<file path="src/verilog/ast_defs.svh">
// register offsets, field positions, reset values and timing for the sequencer
`ifndef AST_DEFS_SVH
`define AST_DEFS_SVH

// ----------------------------------------------------------------
// register byte offsets
// ----------------------------------------------------------------
`define AST_OFF_CTRL 8'h00
`define AST_OFF_ARM_SRC 8'h04
`define AST_OFF_SCAN_SRC 8'h08
`define AST_OFF_ARM_CNT 8'h0C
`define AST_OFF_SCAN_CNT 8'h10
`define AST_OFF_TIMER 8'h14
`define AST_OFF_DELAY 8'h18
`define AST_OFF_CMD 8'h1C
`define AST_OFF_STATUS 8'h20
`define AST_OFF_PROG 8'h24

// ----------------------------------------------------------------
// field positions
// ----------------------------------------------------------------
`define AST_CTRL_CONT 0
`define AST_CTRL_BYP 1
`define AST_CMD_INIT 0
`define AST_CMD_RST 1
`define AST_CMD_PRE 2
`define AST_CMD_ARM_IMM 3
`define AST_CMD_ARM_SIG 4
`define AST_CMD_SCAN_IMM 5
`define AST_CMD_SCAN_SIG 6
`define AST_CMD_TRG 7

// ----------------------------------------------------------------
// reset values and limits
// ----------------------------------------------------------------
`define AST_CNT_ONE 14'h0001
`define AST_CNT_INF 14'h0000
`define AST_MAX_COUNT 14'h270F
`define AST_RST_TIMER 30'h00000001
`define AST_RST_DELAY 30'h00000000
`define AST_MAX_MS 30'h3B9AC9FF

// ----------------------------------------------------------------
// timing
// ----------------------------------------------------------------
`define AST_CLK_NS 50
`define AST_MS_NS 1000000

`endif

</file>
<file path="src/verilog/ast_pkg.sv">
// types shared by the sequencer
package ast_pkg;
    typedef enum logic [2:0] {
        AST_SRC_IMM,
        AST_SRC_MAN,
        AST_SRC_BUS,
        AST_SRC_EXT,
        AST_SRC_LINE,
        AST_SRC_TIMER,
        AST_SRC_HOLD
    } ast_src_t;

    typedef enum logic [2:0] {
        AST_ST_IDLE,
        AST_ST_ARM,
        AST_ST_SCAN,
        AST_ST_DELAY,
        AST_ST_CHAN
    } ast_state_t;
endpackage : ast_pkg

</file>
<file path="src/verilog/ast_sequencer.sv">
// idle, arm and scan layer sequencer with apb register access
// ----------------------------------------------------------------
// ----------------------------------------------------------------
`timescale 1ns/10ps
`default_nettype none
`include "ast_defs.svh"

module ast_sequencer
#(
    parameter int MS_CYCLES = `AST_MS_NS / `AST_CLK_NS
)
(
    input wire logic CLK,
    input wire logic RST,
    input wire logic PSEL,
    input wire logic PENABLE,
    input wire logic PWRITE,
    input wire logic [7:0] PADDR,
    input wire logic [31:0] PWDATA,
    output logic [31:0] PRDATA,
    output logic PREADY,
    output logic PSLVERR,
    input wire logic BUS_TRIG,
    input wire logic STEP_KEY,
    input wire logic REMOTE,
    input wire logic EXT_TRIG,
    input wire logic LINE_TRIG_IN,
    input wire logic CHAN_DONE,
    output logic LINE_TRIG_OUT,
    output logic CHAN_READY_OUT,
    output logic CHAN_START,
    output logic ARMED
);

    // ----------------------------------------------------------------
    // declarations
    // ----------------------------------------------------------------
    localparam logic [15:0] MS_LAST = 16'(MS_CYCLES - 1);

    ast_pkg::ast_state_t state_reg;
    ast_pkg::ast_src_t arm_src_reg;
    ast_pkg::ast_src_t scan_src_reg;
    logic cont_reg;
    logic byp_reg;
    logic [13:0] arm_cnt_reg;
    logic [13:0] scan_cnt_reg;
    logic [29:0] timer_reg;
    logic [29:0] delay_reg;
    logic init_pend_reg;
    logic arm_skip_reg;
    logic scan_imm_reg;
    logic scan_sig_reg;
    logic [13:0] arm_done_reg;
    logic [13:0] scan_done_reg;
    logic arm_first_reg;
    logic scan_first_reg;
    logic tmr_first_reg;
    logic [15:0] tmr_pre_reg;
    logic [29:0] tmr_left_reg;
    logic [15:0] dly_pre_reg;
    logic [29:0] dly_left_reg;
    logic [31:0] rdata_reg;
    logic line_out_reg;
    logic rdy_out_reg;
    logic start_reg;
    logic wr;
    logic hit;
    logic [7:0] cmd;
    logic clr;
    logic man_ev;
    logic bus_ev;
    logic tmr_ev;
    logic [3:0] src_ev;
    logic idle_go;
    logic arm_go;
    logic scan_go;
    logic skip_dly;
    logic dly_end;
    logic chan_end;
    logic more_s;
    logic more_a;
    logic fire;
    ast_pkg::ast_src_t ret_src;

    // ----------------------------------------------------------------
    // functions
    // ----------------------------------------------------------------
    // event of a selected source; hold and unknown codes never fire
    // events come in as arguments so the continuous assigns see every change
    function automatic logic src_hit(ast_pkg::ast_src_t s, logic tmr, logic [3:0] ev);
        case (s)
            ast_pkg::AST_SRC_IMM: src_hit = 1'b1;
            ast_pkg::AST_SRC_MAN: src_hit = ev[0];
            ast_pkg::AST_SRC_BUS: src_hit = ev[1];
            ast_pkg::AST_SRC_EXT: src_hit = ev[2];
            ast_pkg::AST_SRC_LINE: src_hit = ev[3];
            ast_pkg::AST_SRC_TIMER: src_hit = tmr;
            default: src_hit = 1'b0;
        endcase
    endfunction : src_hit

    // bypass applies only to external and shared line sources
    function automatic logic byp_ok(ast_pkg::ast_src_t s, logic en);
        byp_ok = en && (s == ast_pkg::AST_SRC_EXT || s == ast_pkg::AST_SRC_LINE);
    endfunction : byp_ok

    // another pass wanted; zero limit means infinite
    function automatic logic more(logic [13:0] done, logic [13:0] lim);
        more = (lim == `AST_CNT_INF) || (done + 14'h0001 < lim);
    endfunction : more

    function automatic logic [13:0] clamp_cnt(logic [15:0] v);
        clamp_cnt = (v > 16'(`AST_MAX_COUNT)) ? `AST_MAX_COUNT : v[13:0];
    endfunction : clamp_cnt

    function automatic logic [29:0] clamp_ms(logic [29:0] v, logic [29:0] lo);
        if (v < lo)
        begin
            clamp_ms = lo;
        end
        else
        begin
            clamp_ms = (v > `AST_MAX_MS) ? `AST_MAX_MS : v;
        end
    endfunction : clamp_ms

    // ----------------------------------------------------------------
    // apb decode
    // ----------------------------------------------------------------
    // zero wait state slave; unmapped addresses answer with an error
    assign PREADY = 1'b1;
    assign wr = PSEL && PENABLE && PWRITE;
    assign hit = (PADDR <= `AST_OFF_PROG) && (PADDR[1:0] == 2'b00);
    assign PSLVERR = PSEL && PENABLE && !hit;
    assign cmd = (wr && PADDR == `AST_OFF_CMD) ? PWDATA[7:0] : 8'h00;
    assign clr = cmd[`AST_CMD_RST] || cmd[`AST_CMD_PRE];
    assign PRDATA = rdata_reg;

    // read data captured in the setup phase
    always_ff @(posedge CLK)
    begin
        if (RST)
        begin
            rdata_reg <= 32'h00000000;
        end
        else if (PSEL && !PENABLE)
        begin
            if (PADDR == `AST_OFF_CTRL)
                rdata_reg <= {30'h0, byp_reg, cont_reg};
            else if (PADDR == `AST_OFF_ARM_SRC)
                rdata_reg <= {29'h0, arm_src_reg};
            else if (PADDR == `AST_OFF_SCAN_SRC)
                rdata_reg <= {29'h0, scan_src_reg};
            else if (PADDR == `AST_OFF_ARM_CNT)
                rdata_reg <= {18'h0, arm_cnt_reg};
            else if (PADDR == `AST_OFF_SCAN_CNT)
                rdata_reg <= {18'h0, scan_cnt_reg};
            else if (PADDR == `AST_OFF_TIMER)
                rdata_reg <= {2'h0, timer_reg};
            else if (PADDR == `AST_OFF_DELAY)
                rdata_reg <= {2'h0, delay_reg};
            else if (PADDR == `AST_OFF_STATUS)
                rdata_reg <= {28'h0, init_pend_reg, state_reg};
            else if (PADDR == `AST_OFF_PROG)
                rdata_reg <= {2'h0, arm_done_reg, 2'h0, scan_done_reg};
            else
                rdata_reg <= 32'h00000000;
        end
    end

    // ----------------------------------------------------------------
    // configuration registers
    // ----------------------------------------------------------------
    // reset and preset restore defaults, but only the reset input clears bypass; the commands differ only in scan count
    always_ff @(posedge CLK)
    begin
        if (RST || clr)
        begin
            cont_reg <= 1'b0;
            arm_src_reg <= ast_pkg::AST_SRC_IMM;
            scan_src_reg <= ast_pkg::AST_SRC_IMM;
            arm_cnt_reg <= `AST_CNT_ONE;
            scan_cnt_reg <= (!RST && cmd[`AST_CMD_PRE]) ? `AST_CNT_INF : `AST_CNT_ONE;
            timer_reg <= `AST_RST_TIMER;
            delay_reg <= `AST_RST_DELAY;
            byp_reg <= RST ? 1'b0 : byp_reg;
        end
        else if (wr)
        begin
            if (PADDR == `AST_OFF_CTRL)
            begin
                cont_reg <= PWDATA[`AST_CTRL_CONT];
                byp_reg <= PWDATA[`AST_CTRL_BYP];
            end
            else if (PADDR == `AST_OFF_ARM_SRC)
                arm_src_reg <= ast_pkg::ast_src_t'(PWDATA[2:0]);
            else if (PADDR == `AST_OFF_SCAN_SRC)
                scan_src_reg <= ast_pkg::ast_src_t'(PWDATA[2:0]);
            else if (PADDR == `AST_OFF_ARM_CNT)
                arm_cnt_reg <= clamp_cnt(PWDATA[15:0]);
            else if (PADDR == `AST_OFF_SCAN_CNT)
                scan_cnt_reg <= clamp_cnt(PWDATA[15:0]);
            else if (PADDR == `AST_OFF_TIMER)
                timer_reg <= clamp_ms(PWDATA[29:0], `AST_RST_TIMER);
            else if (PADDR == `AST_OFF_DELAY)
                delay_reg <= clamp_ms(PWDATA[29:0], `AST_RST_DELAY);
        end
    end

    // ----------------------------------------------------------------
    // layer events
    // ----------------------------------------------------------------
    // step key is locked out while the bus holds remote mode
    assign man_ev = STEP_KEY && !REMOTE;
    assign bus_ev = BUS_TRIG || cmd[`AST_CMD_TRG];
    assign src_ev = {LINE_TRIG_IN, EXT_TRIG, bus_ev, man_ev};
    assign tmr_ev = tmr_first_reg || (tmr_left_reg == 30'h0);
    assign idle_go = state_reg == ast_pkg::AST_ST_IDLE && (init_pend_reg || cont_reg);
    // arm has no timer source; a timer code there waits like hold
    assign arm_go = state_reg == ast_pkg::AST_ST_ARM && (arm_skip_reg
        || src_hit(arm_src_reg, 1'b0, src_ev)
        || (arm_first_reg && byp_ok(arm_src_reg, byp_reg)));
    assign scan_go = state_reg == ast_pkg::AST_ST_SCAN && (scan_imm_reg || scan_sig_reg
        || src_hit(scan_src_reg, tmr_ev, src_ev)
        || (scan_first_reg && byp_ok(scan_src_reg, byp_reg)));
    assign skip_dly = scan_imm_reg || delay_reg == 30'h0;
    assign dly_end = state_reg == ast_pkg::AST_ST_DELAY && dly_left_reg == 30'h0;
    assign chan_end = state_reg == ast_pkg::AST_ST_CHAN && CHAN_DONE;
    assign more_s = more(scan_done_reg, scan_cnt_reg);
    assign more_a = more(arm_done_reg, arm_cnt_reg);

    // ----------------------------------------------------------------
    // state machine
    // ----------------------------------------------------------------
    always_ff @(posedge CLK)
    begin
        if (RST || clr)
        begin
            state_reg <= ast_pkg::AST_ST_IDLE;
        end
        else
        begin
            case (state_reg)
                ast_pkg::AST_ST_IDLE:
                    if (idle_go)
                        state_reg <= ast_pkg::AST_ST_ARM;
                ast_pkg::AST_ST_ARM:
                    if (arm_go)
                        state_reg <= ast_pkg::AST_ST_SCAN;
                ast_pkg::AST_ST_SCAN:
                    if (scan_go)
                        state_reg <= skip_dly ? ast_pkg::AST_ST_CHAN : ast_pkg::AST_ST_DELAY;
                ast_pkg::AST_ST_DELAY:
                    if (dly_end)
                        state_reg <= ast_pkg::AST_ST_CHAN;
                ast_pkg::AST_ST_CHAN:
                    if (CHAN_DONE)
                    begin
                        if (more_s)
                            state_reg <= ast_pkg::AST_ST_SCAN;
                        else if (more_a)
                            state_reg <= ast_pkg::AST_ST_ARM;
                        else
                            state_reg <= ast_pkg::AST_ST_IDLE;
                    end
                default:
                    state_reg <= ast_pkg::AST_ST_IDLE;
            endcase
        end
    end

    // ----------------------------------------------------------------
    // pending one-shot commands
    // ----------------------------------------------------------------
    // a command in the consuming cycle survives: set wins over clear
    always_ff @(posedge CLK)
    begin
        if (RST || clr)
        begin
            init_pend_reg <= 1'b0;
            arm_skip_reg <= 1'b0;
            scan_imm_reg <= 1'b0;
            scan_sig_reg <= 1'b0;
        end
        else
        begin
            init_pend_reg <= cmd[`AST_CMD_INIT] || (init_pend_reg && !idle_go);
            arm_skip_reg <= cmd[`AST_CMD_ARM_IMM] || cmd[`AST_CMD_ARM_SIG]
                || (arm_skip_reg && !arm_go);
            scan_imm_reg <= cmd[`AST_CMD_SCAN_IMM] || (scan_imm_reg && !scan_go);
            scan_sig_reg <= cmd[`AST_CMD_SCAN_SIG] || (scan_sig_reg && !scan_go);
        end
    end

    // ----------------------------------------------------------------
    // pass counters and first-pass flags
    // ----------------------------------------------------------------
    always_ff @(posedge CLK)
    begin
        if (RST || clr)
        begin
            arm_done_reg <= 14'h0000;
            scan_done_reg <= 14'h0000;
            arm_first_reg <= 1'b1;
            scan_first_reg <= 1'b1;
            tmr_first_reg <= 1'b1;
        end
        else if (idle_go)
        begin
            arm_done_reg <= 14'h0000;
            arm_first_reg <= 1'b1;
        end
        else if (arm_go)
        begin
            arm_first_reg <= 1'b0;
            scan_done_reg <= 14'h0000;
            scan_first_reg <= 1'b1;
            tmr_first_reg <= 1'b1;
        end
        else if (scan_go)
        begin
            scan_first_reg <= 1'b0;
            tmr_first_reg <= 1'b0;
        end
        else if (chan_end)
        begin
            // infinite counts wrap harmlessly; the limit test ignores them
            if (more_s)
                scan_done_reg <= scan_done_reg + 14'h0001;
            else
                arm_done_reg <= arm_done_reg + 14'h0001;
        end
    end

    // ----------------------------------------------------------------
    // scan timer and scan delay
    // ----------------------------------------------------------------
    // the interval runs from each scan event, so waiting adds no drift
    always_ff @(posedge CLK)
    begin
        if (RST || clr)
        begin
            tmr_pre_reg <= 16'h0000;
            tmr_left_reg <= 30'h0;
        end
        else if (scan_go)
        begin
            tmr_pre_reg <= 16'h0000;
            tmr_left_reg <= timer_reg;
        end
        else if (tmr_left_reg != 30'h0)
        begin
            tmr_pre_reg <= (tmr_pre_reg == MS_LAST) ? 16'h0000 : tmr_pre_reg + 16'h0001;
            if (tmr_pre_reg == MS_LAST)
                tmr_left_reg <= tmr_left_reg - 30'h1;
        end
    end

    always_ff @(posedge CLK)
    begin
        if (RST || clr)
        begin
            dly_pre_reg <= 16'h0000;
            dly_left_reg <= 30'h0;
        end
        else if (scan_go)
        begin
            dly_pre_reg <= 16'h0000;
            dly_left_reg <= delay_reg;
        end
        else if (dly_left_reg != 30'h0)
        begin
            dly_pre_reg <= (dly_pre_reg == MS_LAST) ? 16'h0000 : dly_pre_reg + 16'h0001;
            if (dly_pre_reg == MS_LAST)
                dly_left_reg <= dly_left_reg - 30'h1;
        end
    end

    // ----------------------------------------------------------------
    // output pulses
    // ----------------------------------------------------------------
    // pulse follows the source of the layer being re-entered
    assign ret_src = more_s ? scan_src_reg : arm_src_reg;
    assign fire = chan_end && byp_reg && (more_s || more_a);

    always_ff @(posedge CLK)
    begin
        if (RST || clr)
        begin
            line_out_reg <= 1'b0;
            rdy_out_reg <= 1'b0;
            start_reg <= 1'b0;
        end
        else
        begin
            line_out_reg <= fire && ret_src == ast_pkg::AST_SRC_LINE;
            rdy_out_reg <= fire && ret_src != ast_pkg::AST_SRC_LINE;
            start_reg <= (scan_go && skip_dly) || dly_end;
        end
    end

    assign LINE_TRIG_OUT = line_out_reg;
    assign CHAN_READY_OUT = rdy_out_reg;
    assign CHAN_START = start_reg;
    assign ARMED = state_reg != ast_pkg::AST_ST_IDLE;
endmodule : ast_sequencer
`default_nettype wire

</file>
<file path="config.mk">
export PLATFORM = sky130hd
export DESIGN_NAME = ast_sequencer
export DESIGN_NICKNAME = d
export VERILOG_FILES = /design/src/verilog/ast_pkg.sv /design/src/verilog/ast_sequencer.sv
export VERILOG_INCLUDE_DIRS = /design/src /design/src/verilog
export SDC_FILE = /design/constraint.sdc
export NUM_CORES = 1
export LEC_CHECK = 0
export ABC_AREA = 1
export BUFFER_PORTS_ARGS = -buffer_cell sky130_fd_sc_hd__clkbuf_2
export CAP_MARGIN = 0
export CORE_AREA = 8 8 197 199
export DETAILED_ROUTE_END_ITERATION = 10
export DIE_AREA = 0 0 205 207
export GPL_TIMING_DRIVEN = 0
export SETUP_SLACK_MARGIN = 0.02
export SLEW_MARGIN = 0
export SYNTH_ARGS = -nofsm -noshare
export SYNTH_HDL_FRONTEND = slang
export SYNTH_SLANG_ARGS = --single-unit
</file>
<file path="constraint.sdc">
create_clock -name CLK -period 5.05 [get_ports CLK]
set_input_delay 0.505 -clock CLK [delete_from_list [all_inputs] [get_ports CLK]]
set_output_delay 0.505 -clock CLK [all_outputs]
set_load 0.05 [all_outputs]
</file>
==> reports/results.ini <==
[job]
drv_cap = 0

[synth]
synth-edff-count = 15
syn-cell-area_sq_um = 15000
yosys.area.top_type = dfxtp_1
syn_inst = 2269
postSynthAreaPerCell_sq_um = 6.63
synthFlopType = dfxtp_1
synthDistinctLibCells = 51
ys_async_sr_fraction = 0
ys_ff_latch = 258
yosys_warnings = 0
ys_seq_area_frac = 0.353
yosys-top-cells-area = dfxtp_1 (32%), nand2_1 (14%), a21oi_1 (6.9%)
yosys.area.top_type_share = 0.323

[final_layout]
multi_input_area_sq_um = 8210
fin_cells = 2877
fin_util = 0.478
area_growth_pct = 14.0
drive_gt1_frac = 0.0976
seqCellArea_sq_um = 5320
fin_area_sq_um = 17100
final_nets = 2471
n_fill_cell = 3700
diodes = 0

[timing]
post-route-period-util = 0.810
fin_skew_ns = 0.0114
slew_headroom = 0.307
drv_slew = 0
fin_tns_setup_ns = 0
setup_slack_ns = 0.960
worstMarginPinSlew_ns = 1.04
whs_ns = 0.250
rsz0062_at_grt = false
setup_viol = 0
hold_viol_final = 0
fmax_ghz = 0.245
min_period_ns = 4.09

[clocking]
clockBufferDepth = 3
post_cts_resized = 0
cts_made_buffers = 31
clockRootBuffer = clkbuf_16
post-cts-setup-buffers = 0
clock-sinks = 258
cts_tree = built
cts_hold_buf = 0
path_clk_slew_ns = 0.06
insertion_delay_ns = 0.57
htree_levels = 1

[floorplanning]
ios = 89
die_h_um = 207
num_rows = 70
core_sq_um = 35900
initial_utilization = 0.419
dieArea_sq_um = 42400
dieWidth_um = 205

[power_and_ir_drop]
fin_total_pwr_mw = 5.00
peakVddDrop_uv = 249
leakagePower_nw = 7.51
p_per_area_nw_per_um2 = 292

[status]
status = finished, final reports clean

[routing]
ant_nets = 0
drc_errors = 0
dr.pass1.iters = 8
drt_iter0_drc = 1289
vias = 15700
viasPerCell = 5.45
wire_per_inst_um = 19.0
wl_mm = 54.6

[place]
io_buffers = 83
dp_hpwl_mm = 43.2
place.gp.congestion = 0.970
dpl_cell_area_sq_um = 16100
dp_slack_ns = 1.06
dp_cells = 2822

[hold_path]
worstHoldEndpoint = delay_reg[13]$_SDFFE_PP0P_
worstHoldPathType = in2reg
hp-start = PWDATA[13]
hold_depth = 3

[worst_setup_path]
cp.arrival_ns = 4.58
ff2ff_path_depth = 18
r2r_end = arm_done_reg[8]$_SDFFE_PP0P_
required_ns = 5.54
crit_path_end_kind = flip-flop
crit_path_max_fanout = 10
reg2reg_from = scan_done_reg[0]$_SDFFE_PP0P_
startpoint_type = flip-flop
ff2ff_setup_slack_ns = 0.96
critPathKind = reg2reg

[global_route]
grt_pass1_wl_mm = 84.8
grt_antenna_before_repair = 0
grt_pass1_vias = 14900
grt_use_total = 0.250
grt.overflow.total = 0
grt_max_degree = 15

synthesized netlist by cell type (22+ instances only):
library cell / number
nand3_1: 146
clkbuf_1: 44
nand4_1: 59
dfxtp_1: 243
o21ai_0: 96
a21oi_1: 206
nor2_1: 240
ha_1: 33
buf_2: 23
o2111ai_1: 22
xor2_1: 65
inv_2: 24
inv_1: 265
nand2_1: 564
nor3_1: 55
worst max-delay path by stage:
stage / startpoint / end / slack (ns) / depth (start not counted)
detailed placement: scan_done_reg[0]$_SDFFE_PP0P_ / arm_done_reg[5]$_SDFFE_PP0P_ / 1.06 / 18
global route: scan_done_reg[0]$_SDFFE_PP0P_ / arm_done_reg[12]$_SDFFE_PP0P_ / 0.60 / 18
finish: scan_done_reg[0]$_SDFFE_PP0P_ / arm_done_reg[8]$_SDFFE_PP0P_ / 0.96 / 18
floorplan: scan_done_reg[0]$_SDFFE_PP0P_ / scan_done_reg[9]$_SDFFE_PP0P_ / 2.04 / 20
CTS: scan_done_reg[0]$_SDFFE_PP0P_ / arm_done_reg[5]$_SDFFE_PP0P_ / 1.03 / 18
global placement: scan_done_reg[0]$_SDFFE_PP0P_ / arm_done_reg[5]$_SDFFE_PP0P_ / 1.10 / 18
critical path, cell delays in order (launching register included):
cell	delay [ns]
dfxtp_1	0.42
inv_1	0.11
nor3_2	0.28
nand3_1	0.18
nor3_2	0.19
nand3_1	0.17
nor2_1	0.17
xnor2_1	0.14
clkinv_1	0.12
ha_1	0.32
nand2_1	0.07
nor3_1	0.18
nand2_1	0.10
a21oi_2	0.33
nand3_1	0.50
inv_1	0.25
buf_2	0.25
nand2_1	0.08
a21oi_1	0.12
cell type report:
cell class,instances,share of cell area
Tap cell,468,0.0341
Timing Repair Buffer,84,0.0247
Inverter,290,0.0635
Clock inverter,8,0.0111
Sequential cell,258,0.310
Multi-Input combinational cell,1632,0.479
Clock buffer,47,0.0528
Buffer,90,0.0253
report_power, final:
part	switching, mW	total [mW]	internal, mW	leakage [nW]
clock network	0.902	2.43	1.53	0.536
registers	0.0189	2.10	2.08	2.10
logic	0.347	0.473	0.126	4.87
cells in the final DEF, fill, tap and decap left out, drive strengths merged, types with 5 or more instances in the layout:
| cell | Yosys | layout |
|---|---|---|
| nand2 | 575 | 575 |
| inv | 289 | 289 |
| nor2 | 255 | 255 |
| dfxtp | 243 | 243 |
| a21oi | 208 | 208 |
| clkbuf | 44 | 174 |
| nand3 | 147 | 147 |
| o21ai | 101 | 101 |
| xor2 | 65 | 65 |
| nor3 | 63 | 63 |
| nand4 | 60 | 60 |
| buf | 46 | 47 |
| ha | 33 | 33 |
| o2111ai | 22 | 22 |
| nor4 | 19 | 19 |
| edfxtp | 15 | 15 |
| xnor2 | 14 | 14 |
| o221ai | 10 | 10 |
| a31oi | 9 | 9 |
| o211ai | 9 | 9 |
| o22ai | 7 | 7 |
| a211oi | 6 | 6 |
| bufinv | 0 | 6 |
| nand3b | 5 | 5 |
| or2 | 5 | 5 |
metal layers:
metal  vias up  global-route usage  routed length [um]
met5         -                   0                   0
li1       7681                   -                   -
met1      7274               0.321               23300
met3       126              0.0379                3830
met2       592               0.421               25400
met4         0              0.0863                2030
kinds of logic (layout without fill, tap and decap cells):
group / count (synthesis) / after routing / synth area share
flip-flops: 258 / 258 / 0.353
AO/OA/AOI/OAI: 387 / 387 / 0.145
buffers and inverters: 380 / 519 / 0.101
XOR/XNOR: 79 / 79 / 0.0460
AND/OR/NAND/NOR: 1130 / 1130 / 0.327
other: 2 / 3 / 0.000499
adder cells (fa/ha/maj): 33 / 33 / 0.0275
Power figures use the tool's default switching activity.
